===== config.mk =====
export PLATFORM = sky130hd
export DESIGN_NAME = amsc_device_flat
export DESIGN_NICKNAME = d
export VERILOG_FILES = /design/src/hw/amsc_pkg.sv /design/src/hw/amsc_link_if.sv /design/src/hw/amsc_device.sv /design/src/flat_wrapper.sv
export SDC_FILE = /design/constraint.sdc
export NUM_CORES = 1
export LEC_CHECK = 0
export ABC_AREA = 1
export BUFFER_PORTS_ARGS = -buffer_cell sky130_fd_sc_hd__buf_2
export CORE_MARGIN = 5
export CORE_UTILIZATION = 35
export CTS_CLUSTER_SIZE = 25
export DETAILED_ROUTE_END_ITERATION = 10
export PLACE_DENSITY = 0.51
export SLEW_MARGIN = 20
export SYNTH_ARGS = -nofsm -noshare
export SYNTH_HDL_FRONTEND = slang
export SYNTH_SLANG_ARGS = --single-unit

===== constraint.sdc =====
create_clock -name clk_sys_i -period 4.2 [get_ports clk_sys_i]
set_clock_uncertainty 0.15 [all_clocks]
set_input_delay 0.63 -clock clk_sys_i [delete_from_list [all_inputs] [get_ports clk_sys_i]]
set_output_delay 0.63 -clock clk_sys_i [all_outputs]
set_load 0.005 [all_outputs]

===== src/hw/amsc_pkg.sv =====
// Purpose: shared constants and types for the adc mode sequencer link
// Assumes: single 50 MHz system clock on both ends
// Notes:   device register indices travel over the link as 4-bit codes
package amsc_pkg;
  // widths and depths
  localparam int DATA_W    = 12;               // conversion result width
  localparam int BUF_DEPTH = 16;               // data buffer entries
  localparam int SCL_W     = 10;               // scl timing fields, in clocks
  // device register indices
  localparam logic [3:0] REG_MODE    = 4'h0;   // operating_mode_select
  localparam logic [3:0] REG_SCAN    = 4'h1;   // scan_channel_enable
  localparam logic [3:0] REG_GO      = 4'h2;   // sequence_go_bit in bit 0
  localparam logic [3:0] REG_STOP    = 4'h3;   // sequence_stop_bit in bit 0
  localparam logic [3:0] REG_POLICY  = 4'h4;   // buffer_fill_policy
  localparam logic [3:0] REG_DIV     = 4'h5;   // conversion_cycle_divider
  localparam logic [3:0] REG_ACHEN   = 4'h6;   // alert_channel_enable
  localparam logic [3:0] REG_ACTL    = 4'h7;   // window_compare_enable in bit 0
  localparam logic [3:0] REG_HI_TH   = 4'h8;   // high threshold, result bits 11:4
  localparam logic [3:0] REG_LO_TH   = 4'h9;   // low threshold, result bits 11:4
  localparam logic [3:0] REG_HI_FLAG = 4'hA;   // latched high flags
  localparam logic [3:0] REG_LO_FLAG = 4'hB;   // latched low flags
  localparam logic [3:0] REG_STATUS  = 4'hC;   // {fill count, state}
  // mode and policy encodings
  localparam logic [2:0] MODE_CH0_A  = 3'b000;
  localparam logic [2:0] MODE_CH0_B  = 3'b001;
  localparam logic [2:0] MODE_SEQ_A  = 3'b100;
  localparam logic [2:0] MODE_SEQ_B  = 3'b101;
  localparam logic [2:0] MODE_AUTO   = 3'b110;
  localparam logic [2:0] POL_STOP_BURST  = 3'b000;
  localparam logic [2:0] POL_START_BURST = 3'b001;
  localparam logic [2:0] POL_PRE_ALERT   = 3'b100;
  localparam logic [2:0] POL_POST_ALERT  = 3'b110;
  localparam logic [7:0] FLAG_CLR_CODE   = 8'h03;
  localparam logic [1:0] SCAN_RESET      = 2'h1;
  // timing
  localparam logic [4:0] SCL_PER_SAMPLE  = 5'h12;  // 18 scl periods per sample
  localparam int CLK_NS          = 20;
  localparam int STRETCH_LOW_NS  = 1800;
  localparam int STD_PERIOD_NS   = 10000;          // 100 kHz standard mode
  localparam logic [SCL_W-1:0] STRETCH_CYC = SCL_W'((STRETCH_LOW_NS + CLK_NS - 1) / CLK_NS);
  localparam logic [SCL_W-1:0] STD_PER_CYC = SCL_W'(STD_PERIOD_NS / CLK_NS);
  // host register byte addresses
  localparam logic [7:0] HREG_DEVCFG = 8'h00;  // device write: [11:8] index, [7:0] data
  localparam logic [7:0] HREG_DEVRD  = 8'h04;  // device read: [3:0] index
  localparam logic [7:0] HREG_CMD    = 8'h08;  // bit0 read frame, bit1 nack+stop
  localparam logic [7:0] HREG_SCL    = 8'h0C;  // [9:0] period, [25:16] low time
  localparam logic [7:0] HREG_DATA   = 8'h10;  // last sample {chan, data}
  localparam logic [7:0] HREG_STAT   = 8'h14;  // {count, reading, alert, reg data}
  localparam logic [SCL_W-1:0] SCL_PER_RST = 10'h032;
  localparam logic [SCL_W-1:0] SCL_LOW_RST = 10'h019;
  // sequencer states
  typedef enum logic [1:0] {
    ST_IDLE   = 2'b00,
    ST_ARMED  = 2'b01,
    ST_MANUAL = 2'b10,
    ST_AUTO   = 2'b11
  } amsc_state_t;
endpackage : amsc_pkg


===== src/hw/amsc_link_if.sv =====
// Purpose: link between the host controller and the sequencer device
// Assumes: both ends on clk_sys_i; scl abstracted to one tick per period
// Notes:   host holds ticks while stretch is high
`timescale 1ns/1ps
interface amsc_link_if
  import amsc_pkg::*;
();
  logic              cfg_we;       // register write pulse
  logic [3:0]        cfg_addr;     // register index
  logic [7:0]        cfg_wdata;    // register write data
  logic              reg_rd;       // register read pulse
  logic              rd_frame;     // address with read bit, pulse
  logic              nack_stop;    // nack then stop, pulse
  logic              scl_tick;     // one pulse per scl period
  logic [SCL_W-1:0]  scl_per_cyc;  // scl period in clocks
  logic [SCL_W-1:0]  scl_low_cyc;  // scl low time in clocks
  logic              stretch;      // device holds scl low
  logic              smp_valid;    // sample returned, pulse
  logic [DATA_W-1:0] smp_data;     // returned sample
  logic              smp_chan;     // channel of returned sample
  logic              reg_rvalid;   // register read answer, pulse
  logic [7:0]        reg_rdata;    // register read data
  logic              alert;        // alert level
  modport dev  (input cfg_we, cfg_addr, cfg_wdata, reg_rd, rd_frame, nack_stop, scl_tick,
                scl_per_cyc, scl_low_cyc,
                output stretch, smp_valid, smp_data, smp_chan, reg_rvalid, reg_rdata, alert);
  modport host (output cfg_we, cfg_addr, cfg_wdata, reg_rd, rd_frame, nack_stop, scl_tick,
                scl_per_cyc, scl_low_cyc,
                input stretch, smp_valid, smp_data, smp_chan, reg_rvalid, reg_rdata, alert);
endinterface : amsc_link_if


===== src/hw/amsc_device.sv =====
// Purpose: mode and conversion sequence control of a two-input monitoring adc
// Assumes: converter answers conv_done_i before the next conv_start_o
// Notes:   internal oscillator is modelled as clk_sys_i
// Contract
// - reset into channel-0 manual, input zero first
// - manual paced by fast clock, divider ignored
// - manual capture per host command, returned over link
// - mode 000b or 001b is input_zero manual
// - read frame starts; clocking continues conversions
// - host ends with nack and stop
// - modes 100b/101b need go then read
// - host sets stop before changing mode
// - register read aborts manual auto sequence
// - one sample per eighteen scl periods
// - stretch short scl low by shortfall
// - scanned inputs alternate, input zero first
// - mode 110b is oscillator-paced autonomous
// - host go starts; device makes later starts
// - alert on enabled input threshold crossing
// - writing 03h clears latched flags
// - host should stop before reconfiguring
// - pre-alert policy stops on comparator flag
// - pre-alert buffer wraps over oldest entries
// - stop bit aborts storing in alert policies
// - post-alert stores sixteen after flag
// - start-burst fills sixteen then stops
// - stop-burst wraps until stop bit
//
// Chosen here: the address-and-strobe port and the placing of the registers.
`timescale 1ns/1ps
module amsc_device
  import amsc_pkg::*;
(
  // clock and reset
  input  wire logic              clk_sys_i,
  input  wire logic              rst_n_i,
  // link to host
  amsc_link_if.dev               lnk,
  // converter
  output logic                   conv_start_o,
  output logic                   conv_chan_o,
  input  wire logic              conv_done_i,
  input  wire logic [DATA_W-1:0] conv_data_i,
  // buffer inspection and status
  input  wire logic [3:0]        buf_idx_i,
  output logic [DATA_W-1:0]      buf_data_o,
  output logic                   seq_active_o
);
  amsc_state_t       st_q, st_d;               // sequencer state
  logic [2:0]        mode_q;                   // operating_mode_select
  logic [1:0]        scan_q;                   // scan_channel_enable
  logic [2:0]        pol_q;                    // buffer_fill_policy
  logic [7:0]        div_q;                    // conversion_cycle_divider
  logic [1:0]        achen_q;                  // alert_channel_enable
  logic              wce_q;                    // window_compare_enable
  logic [7:0]        hi_th_q, lo_th_q;         // thresholds
  logic [1:0]        hi_flag_q, lo_flag_q;     // latched alert flags
  logic [4:0]        scl_cnt_q;                // scl periods inside a sample
  logic [SCL_W-1:0]  str_cnt_q;                // stretch cycles left
  logic [7:0]        osc_cnt_q;                // oscillator divider count
  logic              chan_q;                   // next input to convert
  logic [DATA_W-1:0] res_q;                    // latest result
  logic              res_chan_q;               // its input
  logic [DATA_W-1:0] buf_q [BUF_DEPTH];        // data buffer
  logic [3:0]        wptr_q;                   // buffer write pointer
  logic [4:0]        fill_q;                   // stored entries, saturating
  logic              trig_q;                   // post-alert capture armed
  logic              smp_valid_q, reg_rvalid_q;
  logic [DATA_W-1:0] smp_data_q;
  logic              smp_chan_q;
  logic [7:0]        reg_rdata_q;

  // write decode; go and stop are single-cycle pulses
  wire idle_w   = (st_q == ST_IDLE);
  wire wr_w     = lnk.cfg_we;
  wire wr_mode  = wr_w && (lnk.cfg_addr == REG_MODE) && idle_w;
  wire wr_pol   = wr_w && (lnk.cfg_addr == REG_POLICY) && idle_w;
  wire go_w     = wr_w && (lnk.cfg_addr == REG_GO) && lnk.cfg_wdata[0];
  wire stop_w   = wr_w && (lnk.cfg_addr == REG_STOP) && lnk.cfg_wdata[0];
  wire clr_hi_w = wr_w && (lnk.cfg_addr == REG_HI_FLAG) && (lnk.cfg_wdata == FLAG_CLR_CODE);
  wire clr_lo_w = wr_w && (lnk.cfg_addr == REG_LO_FLAG) && (lnk.cfg_wdata == FLAG_CLR_CODE);
  // mode classes
  wire is_ch0   = (mode_q == MODE_CH0_A) || (mode_q == MODE_CH0_B);
  wire is_seq   = (mode_q == MODE_SEQ_A) || (mode_q == MODE_SEQ_B);
  wire is_auto  = (mode_q == MODE_AUTO);
  wire both_w   = (scan_q == 2'b11);
  wire first_ch = (scan_q == 2'b10);   // only input one enabled
  // manual pacing: sample boundary every eighteen scl periods
  wire man_w    = (st_q == ST_MANUAL);
  wire tick_w   = man_w && lnk.scl_tick;
  wire frame0_w = tick_w && (scl_cnt_q == 5'h00);
  wire frameN_w = tick_w && (scl_cnt_q == SCL_PER_SAMPLE - 5'h01);
  // stretch only below 1.8 us low time and never in standard mode
  wire need_str = (lnk.scl_low_cyc < STRETCH_CYC) && (lnk.scl_per_cyc < STD_PER_CYC);
  // autonomous pacing from the divided oscillator
  wire auto_w   = (st_q == ST_AUTO);
  wire astart_w = auto_w && (osc_cnt_q == 8'h00);
  wire start_w  = frame0_w || astart_w;
  // comparator on the fresh result; enabled inputs only
  wire cmp_en   = auto_w && conv_done_i && wce_q && achen_q[conv_chan_o];
  wire hi_hit   = cmp_en && (conv_data_i[DATA_W-1:DATA_W-8] > hi_th_q);
  wire lo_hit   = cmp_en && (conv_data_i[DATA_W-1:DATA_W-8] < lo_th_q);
  wire [1:0] hi_set = hi_hit ? (2'b01 << conv_chan_o) : 2'b00;
  wire [1:0] lo_set = lo_hit ? (2'b01 << conv_chan_o) : 2'b00;
  wire flag_evt = hi_hit || lo_hit;
  // buffer storing by policy
  wire pol_post = (pol_q == POL_POST_ALERT);
  wire pol_pre  = (pol_q == POL_PRE_ALERT);
  wire pol_cnt  = (pol_q == POL_START_BURST) || pol_post;
  wire store_w  = auto_w && conv_done_i && (!pol_post || trig_q);
  wire full_w   = store_w && pol_cnt && (fill_q == 5'(BUF_DEPTH - 1));
  wire pre_end  = pol_pre && flag_evt;
  wire auto_end = full_w || pre_end || stop_w;

  // next state
  always_comb begin
    st_d = st_q;
    case (st_q)
      ST_IDLE: begin
        if (is_ch0 && lnk.rd_frame) st_d = ST_MANUAL;
        else if (is_seq && go_w) st_d = ST_ARMED;
        else if (is_auto && go_w) st_d = ST_AUTO;
      end
      ST_ARMED: begin
        if (stop_w || lnk.reg_rd) st_d = ST_IDLE;
        else if (lnk.rd_frame) st_d = ST_MANUAL;
      end
      ST_MANUAL: begin
        if (is_ch0 && lnk.nack_stop) st_d = ST_IDLE;
        else if (is_seq && (stop_w || lnk.reg_rd)) st_d = ST_IDLE;
        else if (is_seq && lnk.nack_stop) st_d = ST_ARMED;
      end
      ST_AUTO: begin
        if (auto_end) st_d = ST_IDLE;
      end
      default: st_d = ST_IDLE;
    endcase
  end

  // state and configuration; power-up is channel-0 manual
  always_ff @(posedge clk_sys_i or negedge rst_n_i) begin
    if (!rst_n_i) begin
      st_q    <= ST_IDLE;
      mode_q  <= MODE_CH0_A;
      scan_q  <= SCAN_RESET;
      pol_q   <= POL_STOP_BURST;
      div_q   <= 8'h00;
      achen_q <= 2'h0;
      wce_q   <= 1'b0;
      hi_th_q <= 8'hFF;
      lo_th_q <= 8'h00;
    end else begin
      st_q <= st_d;
      if (wr_mode) mode_q <= lnk.cfg_wdata[2:0];
      if (wr_pol) pol_q <= lnk.cfg_wdata[2:0];
      if (wr_w && (lnk.cfg_addr == REG_SCAN)) scan_q <= lnk.cfg_wdata[1:0];
      if (wr_w && (lnk.cfg_addr == REG_DIV)) div_q <= lnk.cfg_wdata;
      if (wr_w && (lnk.cfg_addr == REG_ACHEN)) achen_q <= lnk.cfg_wdata[1:0];
      if (wr_w && (lnk.cfg_addr == REG_ACTL)) wce_q <= lnk.cfg_wdata[0];
      if (wr_w && (lnk.cfg_addr == REG_HI_TH)) hi_th_q <= lnk.cfg_wdata;
      if (wr_w && (lnk.cfg_addr == REG_LO_TH)) lo_th_q <= lnk.cfg_wdata;
    end
  end

  // sticky flags; a crossing in the clearing cycle survives
  always_ff @(posedge clk_sys_i or negedge rst_n_i) begin
    if (!rst_n_i) begin
      hi_flag_q <= 2'h0;
      lo_flag_q <= 2'h0;
    end else begin
      hi_flag_q <= (clr_hi_w ? 2'h0 : hi_flag_q) | hi_set;
      lo_flag_q <= (clr_lo_w ? 2'h0 : lo_flag_q) | lo_set;
    end
  end

  // manual scl counting and clock stretch
  always_ff @(posedge clk_sys_i or negedge rst_n_i) begin
    if (!rst_n_i) begin
      scl_cnt_q <= 5'h00;
      str_cnt_q <= '0;
    end else begin
      if (!man_w || frameN_w) scl_cnt_q <= 5'h00;
      else if (tick_w) scl_cnt_q <= scl_cnt_q + 5'h01;
      if (tick_w && need_str) str_cnt_q <= STRETCH_CYC - lnk.scl_low_cyc;
      else if (!man_w) str_cnt_q <= '0;
      else if (str_cnt_q != '0) str_cnt_q <= str_cnt_q - 1'b1;
    end
  end

  // oscillator divider: only autonomous uses it, manual ignores it
  always_ff @(posedge clk_sys_i or negedge rst_n_i) begin
    if (!rst_n_i) osc_cnt_q <= 8'h00;
    else if (!auto_w || osc_cnt_q == div_q) osc_cnt_q <= 8'h00;
    else osc_cnt_q <= osc_cnt_q + 8'h01;
  end

  // conversion start and input alternation
  always_ff @(posedge clk_sys_i or negedge rst_n_i) begin
    if (!rst_n_i) begin
      conv_start_o <= 1'b0;
      conv_chan_o  <= 1'b0;
      chan_q       <= 1'b0;
    end else begin
      conv_start_o <= start_w;
      if (start_w) conv_chan_o <= is_ch0 ? 1'b0 : chan_q;
      if (idle_w) chan_q <= first_ch;
      else if (start_w && both_w) chan_q <= ~chan_q;
    end
  end

  // result capture and return to host at the sample boundary
  always_ff @(posedge clk_sys_i or negedge rst_n_i) begin
    if (!rst_n_i) begin
      res_q       <= '0;
      res_chan_q  <= 1'b0;
      smp_valid_q <= 1'b0;
      smp_data_q  <= '0;
      smp_chan_q  <= 1'b0;
    end else begin
      if (conv_done_i) res_q <= conv_data_i;
      if (conv_done_i) res_chan_q <= conv_chan_o;
      smp_valid_q <= frameN_w;
      if (frameN_w) smp_data_q <= res_q;
      if (frameN_w) smp_chan_q <= res_chan_q;
    end
  end

  // data buffer; pointer wraps so oldest entries are overwritten
  always_ff @(posedge clk_sys_i or negedge rst_n_i) begin
    if (!rst_n_i) begin
      wptr_q <= 4'h0;
      fill_q <= 5'h00;
      trig_q <= 1'b0;
    end else if (idle_w && go_w) begin
      wptr_q <= 4'h0;
      fill_q <= 5'h00;
      trig_q <= 1'b0;
    end else begin
      if (store_w) wptr_q <= wptr_q + 4'h1;
      if (store_w && fill_q != 5'(BUF_DEPTH)) fill_q <= fill_q + 5'h01;
      // arming on the crossing itself keeps the alerting sample out
      if (auto_w && pol_post && flag_evt) trig_q <= 1'b1;
    end
  end

  // buffer storage; no reset needed on data
  always_ff @(posedge clk_sys_i) begin
    if (store_w) buf_q[wptr_q] <= conv_data_i;
    buf_data_o <= buf_q[buf_idx_i];
  end

  // register read answer, one cycle after the request
  wire [7:0] rsel_w =
    (lnk.cfg_addr == REG_MODE)    ? {5'h00, mode_q} :
    (lnk.cfg_addr == REG_POLICY)  ? {5'h00, pol_q} :
    (lnk.cfg_addr == REG_HI_FLAG) ? {6'h00, hi_flag_q} :
    (lnk.cfg_addr == REG_LO_FLAG) ? {6'h00, lo_flag_q} :
    (lnk.cfg_addr == REG_STATUS)  ? {1'b0, fill_q, st_q} : 8'h00;
  always_ff @(posedge clk_sys_i or negedge rst_n_i) begin
    if (!rst_n_i) begin
      reg_rvalid_q <= 1'b0;
      reg_rdata_q  <= 8'h00;
    end else begin
      reg_rvalid_q <= lnk.reg_rd;
      if (lnk.reg_rd) reg_rdata_q <= rsel_w;
    end
  end

  // link outputs
  assign lnk.stretch    = man_w && (str_cnt_q != '0);
  assign lnk.smp_valid  = smp_valid_q;
  assign lnk.smp_data   = smp_data_q;
  assign lnk.smp_chan   = smp_chan_q;
  assign lnk.reg_rvalid = reg_rvalid_q;
  assign lnk.reg_rdata  = reg_rdata_q;
  assign lnk.alert      = |{hi_flag_q, lo_flag_q};
  assign seq_active_o   = !idle_w;
endmodule : amsc_device


===== src/flat_wrapper.sv =====
// flat-port wrapper written by rule: the top's interface ports become plain ports
module amsc_device_flat import amsc_pkg::*;
  (clk_sys_i, rst_n_i, conv_start_o, conv_chan_o, conv_done_i, conv_data_i, buf_idx_i, buf_data_o, seq_active_o, lnk_cfg_we, lnk_cfg_addr, lnk_cfg_wdata, lnk_reg_rd, lnk_rd_frame, lnk_nack_stop, lnk_scl_tick, lnk_scl_per_cyc, lnk_scl_low_cyc, lnk_stretch, lnk_smp_valid, lnk_smp_data, lnk_smp_chan, lnk_reg_rvalid, lnk_reg_rdata, lnk_alert);
  amsc_link_if lnk_i ();
  input  wire logic clk_sys_i;
  input  wire logic rst_n_i;
  output logic conv_start_o;
  output logic conv_chan_o;
  input  wire logic conv_done_i;
  input  wire logic [DATA_W-1:0] conv_data_i;
  input  wire logic [3:0] buf_idx_i;
  output logic [DATA_W-1:0] buf_data_o;
  output logic seq_active_o;
  input wire logic [$bits(lnk_i.cfg_we)-1:0] lnk_cfg_we;
  input wire logic [$bits(lnk_i.cfg_addr)-1:0] lnk_cfg_addr;
  input wire logic [$bits(lnk_i.cfg_wdata)-1:0] lnk_cfg_wdata;
  input wire logic [$bits(lnk_i.reg_rd)-1:0] lnk_reg_rd;
  input wire logic [$bits(lnk_i.rd_frame)-1:0] lnk_rd_frame;
  input wire logic [$bits(lnk_i.nack_stop)-1:0] lnk_nack_stop;
  input wire logic [$bits(lnk_i.scl_tick)-1:0] lnk_scl_tick;
  input wire logic [$bits(lnk_i.scl_per_cyc)-1:0] lnk_scl_per_cyc;
  input wire logic [$bits(lnk_i.scl_low_cyc)-1:0] lnk_scl_low_cyc;
  output wire logic [$bits(lnk_i.stretch)-1:0] lnk_stretch;
  output wire logic [$bits(lnk_i.smp_valid)-1:0] lnk_smp_valid;
  output wire logic [$bits(lnk_i.smp_data)-1:0] lnk_smp_data;
  output wire logic [$bits(lnk_i.smp_chan)-1:0] lnk_smp_chan;
  output wire logic [$bits(lnk_i.reg_rvalid)-1:0] lnk_reg_rvalid;
  output wire logic [$bits(lnk_i.reg_rdata)-1:0] lnk_reg_rdata;
  output wire logic [$bits(lnk_i.alert)-1:0] lnk_alert;
  assign lnk_i.cfg_we = lnk_cfg_we;
  assign lnk_i.cfg_addr = lnk_cfg_addr;
  assign lnk_i.cfg_wdata = lnk_cfg_wdata;
  assign lnk_i.reg_rd = lnk_reg_rd;
  assign lnk_i.rd_frame = lnk_rd_frame;
  assign lnk_i.nack_stop = lnk_nack_stop;
  assign lnk_i.scl_tick = lnk_scl_tick;
  assign lnk_i.scl_per_cyc = lnk_scl_per_cyc;
  assign lnk_i.scl_low_cyc = lnk_scl_low_cyc;
  assign lnk_stretch = lnk_i.stretch;
  assign lnk_smp_valid = lnk_i.smp_valid;
  assign lnk_smp_data = lnk_i.smp_data;
  assign lnk_smp_chan = lnk_i.smp_chan;
  assign lnk_reg_rvalid = lnk_i.reg_rvalid;
  assign lnk_reg_rdata = lnk_i.reg_rdata;
  assign lnk_alert = lnk_i.alert;
  amsc_device u_core (.clk_sys_i(clk_sys_i), .rst_n_i(rst_n_i), .lnk(lnk_i), .conv_start_o(conv_start_o), .conv_chan_o(conv_chan_o), .conv_done_i(conv_done_i), .conv_data_i(conv_data_i), .buf_idx_i(buf_idx_i), .buf_data_o(buf_data_o), .seq_active_o(seq_active_o));
endmodule

==> flow_metrics.py, run 1 <==
metrics = {
    "grt": {
        "grt_max_degree": 70,
        "antenna_found_initial": 1,
        "grt_pass1_wl_mm": 51.91,
        "grt_overflow_total": 0,
        "track_usage_pct": 14.90,
        "grt_pass1_vias": 9337,
    },
    "timing": {
        "min_period_ns": 2.971,
        "fin_hold_ws_ns": 0.07585,
        "rsz0062_at_grt": "false",
        "fin_ws_ns": 1.229,
        "maxSlewHeadroom_pct": 39.50,
        "hold_viol": 0,
        "maxSlewViolCount": 0,
        "fin_setup_tns_ns": 0,
        "fmax_mhz": 336.6,
        "tightest_slew_ns": 0.9026,
        "setup_viol_count_final": 0,
        "period_share_pct": 70.73,
    },
    "synthesis": {
        "synth_edf_count": 192,
        "yosysSeqAreaShare_pct": 63.44,
        "ys_types": 46,
        "synthFlopType": "edfxtp_1",
        "yosys.area.top_type_share_pct": 41.47,
        "synth_common_cells": "nand2_1, edfxtp_1, inv_1",
        "yosysTopAreaCell": "edfxtp_1",
        "syn_area_um2": 13900,
        "syn_inst": 1296,
        "syn-num-nets": 1382,
        "synth_area_leaders": "edfxtp_1, dfrtp_1, nand2_1",
        "ys_warn_count": 0,
        "ys_ff_latch": 316,
        "syn_area_per_cell_um2": 10.73,
        "synth_most_common_cell": "nand2_1",
        "ys_async_sr_fraction_pct": 35.44,
    },
    "cells_and_area": {
        "final_area_um2": 16220,
        "final_util_pct": 41.00,
        "layout-drive-gt1-share_pct": 14.14,
        "area_growth_pct": 16.64,
        "antenna_cells": 0,
        "final_cells": 1961,
        "nets": 1495,
        "fill_cells": 3833,
    },
    "worst_setup_path": {
        "critPathSlowestCell": "nor4_1",
        "startpoint": "u_core.str_cnt_q[1]",
        "crit_fanout": 5,
        "r2r_start": "u_core.str_cnt_q[1]",
        "crit_path_max_incr_delay_ns": 0.54,
        "critPathRequiredTime_ns": 3.42,
        "critical_path_class": "reg2out",
        "crit_arrival_ns": 2.19,
        "start_kind": "register",
        "path_cells": "inv_1 > ha_1 > nand3_1 > nor4_1 > nor2_1 > buf_2",
        "endpoint_kind": "output pin",
    },
    "floorplan": {
        "ios": 96,
        "dieArea_um2": 43810,
        "rows": 73,
        "start_util_pct": 35.15,
        "die_h_um": 209.3,
        "die_w_um": 209.3,
        "core_area_um2": 39550,
    },
    "pwr": {
        "powerDensity_nw_per_um2": 504.9,
        "p_leak_nw": 6.852,
        "finalPower_mw": 8.187,
        "ir_drop_uv": 301.0,
    },
    "cts": {
        "cts_resized": 0,
        "cts_max_level": 2,
        "cts_buffer_depth": 3,
        "cts_tree": "yes",
        "post_cts_buffers": 0,
        "numCtsBuffers": 36,
        "cts_root_buf": "clkbuf_16",
        "clock-sinks": 316,
        "clk_transition_reported_paths_ns": 0.06,
        "clock_latency_ns": 0.52,
        "postCtsHoldBufs": 0,
    },
    "place": {
        "post-place-cells": 1896,
        "numPortBuffers": 92,
        "place_ws_ns": 1.465,
        "postPlaceCellArea_um2": 15040,
        "gp_congestion": 0.8036,
        "dp_hpwl_mm": 21.47,
    },
    "drt": {
        "finalWirelength_mm": 32.63,
        "routedWlPerCell_um": 16.64,
        "detail-route-antenna-nets": 0,
        "drt_pass1_iterations": 5,
        "viasPerCell": 4.748,
        "drc_errors": 0,
        "routed-via-count": 9311,
        "drt_iter0_drc": 465,
    },
    "min_path": {
        "hp-class": "in2async",
    },
    "status": {
        "outcome": "finished, final reports clean",
    },
    "flow_run": {
        "maxCapViolCount": 0,
    },
}
-- sequential cells by signal, summed over array words and instances, names as in the netlist, 4 cells and up --
| name | flops |
|---|---|
| u_core.str_cnt_q | 10 |
| u_core.div_q | 8 |
| u_core.buf_data_o | 12 |
| u_core.scl_cnt_q | 5 |
| u_core.hi_th_q | 8 |
| u_core.buf_q | 192 |
| u_core.lnk.reg_rdata | 7 |
| u_core.wptr_q | 4 |
| u_core.lo_th_q | 8 |
| u_core.fill_q | 5 |
| u_core.res_q | 12 |
| u_core.osc_cnt_q | 8 |
| u_core.lnk.smp_data | 12 |
-- final timing paths --
path / cells after the start / slack [ns] / end
max: 6 / 1.23 / lnk_stretch
min: 1 / 0.08 / u_core.osc_cnt_q[6]
max reg2reg: 7 / 2.11 / u_core.str_cnt_q[1]
min reg2reg: 2 / 0.33 / u_core.lnk.smp_data[6]
max in group asynchronous: 2 / 2.88 / u_core.res_q[11]
min in group clk_sys_i: 1 / 0.11 / u_core.lnk.reg_rvalid
-- per-layer routing --
layer | vias to the layer above | track usage, % | part of all wire, %
met5 | - | 0 | 0
met4 | 0 | 3.668 | 1.8
met3 | 42 | 2.496 | 3.8
met2 | 162 | 24.25 | 47
met1 | 4447 | 20.94 | 48
li1 | 4660 | - | -
-- report_power, final --
group	leakage [nW]	switching, mW	internal [mW]
Combinational	3.02	0.857	0.461
Sequential	3.24	0.187	3.58
Clock	0.584	1.23	1.87
Total	6.85	2.27	5.91
-- cells in the final DEF (no fill, tap or decap), types with 4 or more instances in the layout --
master | netlist | routed
inv_1 | 165 | 165
nand3_1 | 50 | 50
nand2_1 | 214 | 214
a21oi_1 | 69 | 69
o21ai_0 | 132 | 132
dfrtp_1 | 103 | 103
nor3_1 | 16 | 16
dfstp_2 | 9 | 9
nor2_1 | 86 | 86
inv_2 | 4 | 4
nand4_1 | 13 | 13
clkbuf_16 | 0 | 37
o31ai_1 | 4 | 4
clkinv_2 | 0 | 9
dfxtp_1 | 12 | 12
xor2_1 | 12 | 12
edfxtp_1 | 192 | 192
buf_2 | 12 | 90
ha_1 | 30 | 30
clkinv_1 | 1 | 5
nor2_4 | 5 | 5
o22ai_1 | 4 | 4
o21ai_1 | 6 | 6
mux2i_1 | 48 | 48
o211ai_1 | 48 | 48
clkbuf_1 | 24 | 5
buf_4 | 3 | 28
clkbuf_8 | 0 | 4
-- area by class of cell --
class                      instances  area [um2]  area share, %
sequential                       316        8820          54.39
multi-input combinational        766        4245          26.18
clock buffer                      46       999.7          6.165
timing repair buffer             119       680.7          4.198
tap                              525       656.9          4.051
inverter                         170       638.1          3.935
clock inverter                    19       175.2          1.080
-- critical path, delay by kind of cell (launching register included) --
kind	cells	cell delay [ns]
AND/OR/NAND/NOR	3	0.86
flip-flops	1	0.36
adder cells (fa/ha/maj)	1	0.20
buffers and inverters	2	0.25
-- kinds of logic (layout without fill, tap and decap cells) --
group / after synthesis / in the layout / share of synthesized area (%)
muxes: 48 / 48 / 3.456
adders and majority gates: 30 / 30 / 2.700
buffers and inverters: 214 / 354 / 6.021
DFF: 316 / 316 / 63.44
AOI/OAI and AO/OA: 273 / 273 / 11.03
other: 1 / 1 / 0.02697
xor gates and xnor gates: 15 / 15 / 0.9450
and+or+nand+nor: 399 / 399 / 12.38
Note: power is estimated with default switching activity, not from simulation.
==> run 2, diff against run 1 <==
Settings changed: ABC_AREA 1 to 0, PLACE_DENSITY 0.51 to 0.53.
Clock period 4.2 ns to 2.45 ns, I/O delays scaled along.
==> run 2 against run 1 <==
Compared with the run above:
- routed wire length is 8.8% lower
- via count is 19% lower
- clock power is 66% higher
- synthesized cell count is 35% lower
- first-iteration DRC count is 34% lower
- register-to-register slack worse by 1.9 ns
- clock-buffer cell count is 8 higher
- sequential share of layout area is 0.42 points higher
- hold slack worse by 0.058 ns
- power is 75% higher
- utilization is 1.7 points higher
- critical endpoint unchanged
- largest power group unchanged
==> flow_metrics.py, run 2 <==
metrics = {
    "cells_and_area": {
        "final_cell_mix": "edfxtp_1, dfrtp_1, buf_2",
        "final_common_cell": "edfxtp_1",
        "final_area_um2": 16090,
        "nets": 1089,
        "largest_reg_flops": 192,
        "multi_input_area_um2": 4244,
        "area_growth_pct": 20.55,
        "layout-drive-gt1-share_pct": 31.20,
        "top_register": "u_core.buf_q",
        "fill_cells": 3483,
        "final_cells": 1544,
        "seq_area_um2": 8820,
    },
    "min_path": {
        "holdPathStages": 3,
        "hp-class": "in2reg",
        "hold_path_end": "u_core.str_cnt_q[0]",
        "hp-start": "lnk_scl_low_cyc[0]",
    },
    "timing": {
        "hold_viol": 0,
        "fmax_mhz": 418.0,
        "maxSlewViolCount": 0,
        "fin_hold_ws_ns": 0.01773,
        "setup_viol_count_final": 0,
        "fin_setup_tns_ns": 0,
        "tightest_slew_ns": 0.5460,
        "period_share_pct": 97.65,
        "rsz0062_at_grt": "true",
        "maxSlewHeadroom_pct": 63.26,
        "min_period_ns": 2.392,
    },
    "cts": {
        "clock_latency_ns": 0.53,
        "clock-sinks": 316,
        "numCtsBuffers": 37,
        "cts_buffer_depth": 3,
        "cts_tree": "yes",
        "cts_max_level": 2,
        "cts_root_buf": "clkbuf_16",
        "clk_transition_reported_paths_ns": 0.05,
    },
    "drt": {
        "drt_iter0_drc": 305,
        "routed-via-count": 7507,
        "viasPerCell": 4.862,
        "finalWirelength_mm": 29.75,
        "detail-route-antenna-nets": 0,
        "drt_pass1_iterations": 4,
        "drc_errors": 0,
        "routedWlPerCell_um": 19.26,
    },
    "synthesis": {
        "yosys.area.top_type_share_pct": 43.19,
        "ys_ff_latch": 316,
        "yosysSeqAreaShare_pct": 66.08,
        "synth_most_common_cell": "edfxtp_1",
        "ys_async_sr_fraction_pct": 35.44,
        "yosysTopAreaCell": "edfxtp_1",
        "ys_warn_count": 0,
        "synth_area_leaders": "edfxtp_1, dfrtp_1, mux4_2",
        "synthFlopType": "edfxtp_1",
        "syn_area_um2": 13350,
        "syn-num-nets": 932,
        "syn_inst": 846,
        "synth_edf_count": 192,
        "synth_common_cells": "edfxtp_1, dfrtp_1, mux4_2",
        "syn_area_per_cell_um2": 15.78,
        "ys_types": 64,
    },
    "floorplan": {
        "start_util_pct": 35.44,
        "rows": 71,
        "dieArea_um2": 42140,
        "core_area_um2": 37670,
        "die_h_um": 205.3,
        "die_w_um": 205.3,
        "ios": 96,
    },
    "worst_setup_path": {
        "start_kind": "register",
        "r2r_start": "u_core.st_q[0]",
        "ff2ff_setup_slack_ns": 0.25,
        "crit_fanout": 4,
        "path_cells": "or4_4 > nor3_4 > nor2_2 > buf_2",
        "reg2reg_to": "u_core.buf_q[0][3]",
        "crit_path_max_incr_delay_ns": 0.57,
        "endpoint_kind": "output pin",
        "crit_arrival_ns": 1.87,
        "reg2reg_depth": 5,
        "critical_path_class": "reg2out",
        "critPathSlowestCell": "or4_4",
        "critPathRequiredTime_ns": 1.93,
    },
    "place": {
        "gp_congestion": 0.7941,
        "dp_hpwl_mm": 19.98,
        "post-place-cells": 1460,
        "numPortBuffers": 92,
        "postPlaceCellArea_um2": 14780,
    },
    "pwr": {
        "ir_drop_uv": 422.4,
        "powerDensity_nw_per_um2": 889.9,
        "finalPower_mw": 14.32,
        "p_leak_nw": 6.144,
    },
    "grt": {
        "grt_overflow_total": 0,
        "grt_max_degree": 49,
        "grt_pass1_vias": 7990,
        "antenna_found_initial": 3,
        "track_usage_pct": 14.54,
        "grt_pass1_wl_mm": 47.11,
    },
    "flow_run": {
        "maxCapViolCount": 0,
    },
    "status": {
        "outcome": "finished, final reports clean",
    },
}
[run 2: cell count changes after synthesis, moves of 32 or more]
cell,change
mux2_2,+56
nand2_1,-169
nor2_1,-32
a21oi_1,-58
mux4_2,+60
inv_1,-124
o211ai_1,-47
o21ai_0,-105
mux2i_1,-42
[run 2: worst max-delay path by stage]
stage / to / cells past startpoint / from
6_report: lnk_stretch / 4 / u_core.str_cnt_q[6]
5_1_grt: lnk_stretch / 4 / u_core.str_cnt_q[6]
4_1_cts: lnk_stretch / 4 / u_core.str_cnt_q[6]
3_5_place_dp: u_core.st_q[0] / 9 / conv_data_i[5]
3_3_place_gp: u_core.st_q[0] / 9 / conv_data_i[5]
2_1_floorplan: u_core.buf_q[5][0] / 6 / u_core.st_q[1]
[run 2: critical path: cells and delay by family, from the launching register on]
kind | cells | cell delay, ns
AND/OR/NAND/NOR | 3 | 0.81
buffers and inverters | 1 | 0.15
flip-flops | 1 | 0.41
[run 2: cell type report]
cell class / instances / area share [%]
diodes: 1 / 0.01555
multi-input cells: 460 / 26.38
inverters: 41 / 0.9565
flip-flops and latches: 316 / 54.81
clock buffers: 54 / 6.407
repair buffers: 147 / 6.734
well taps: 511 / 3.974
clock inverters: 14 / 0.7232
[run 2: logic make-up (layout without fill, tap and decap cells)]
family	count (synthesis)	after routing	share of synthesized area (%)
other	1	2	0.02809
DFF	316	316	66.08
and+or+nand+nor	199	199	7.799
xor gates and xnor gates	32	32	2.100
adders and majority gates	30	30	2.812
buffers and inverters	70	256	2.390
AOI/OAI and AO/OA	76	76	3.497
muxes	122	122	15.30
[run 2: metal layers]
metal | share of wire, % | vias up | GRT usage (%)
li1 | - | 3525 | -
met1 | 44 | 3819 | 19.44
met3 | 5.0 | 35 | 3.121
met2 | 50 | 126 | 24.40
met4 | 1.4 | 2 | 3.541
met5 | 0.037 | - | 0
[run 2: repair_timing]
item	CTS	global route
pin swaps	1	0
endpoints found under the hold margin	85	0
hold buffers	12	0
buffers inserted	2	1
resized for setup	3	2
endpoints found under the setup margin	1	1
[run 2: where the power goes]
group          internal (mW)  leakage, nW  switching, mW  total, mW
Sequential              6.22         3.25          0.431       6.65
Clock                   3.05        0.557           2.10       5.15
Combinational           1.20         2.34           1.32       2.52
Total                   10.5         6.14           3.85       14.3
[run 2: per-stage QoR]
stage	utilization (%)	setup WS, ns
after floorplan	-	-0.03099
after global placement	39.25	0.1363
after detailed placement	39.25	0.1048
after CTS	42.69	0.01945
after global routing	42.72	-0.01063
final	42.72	0.05751
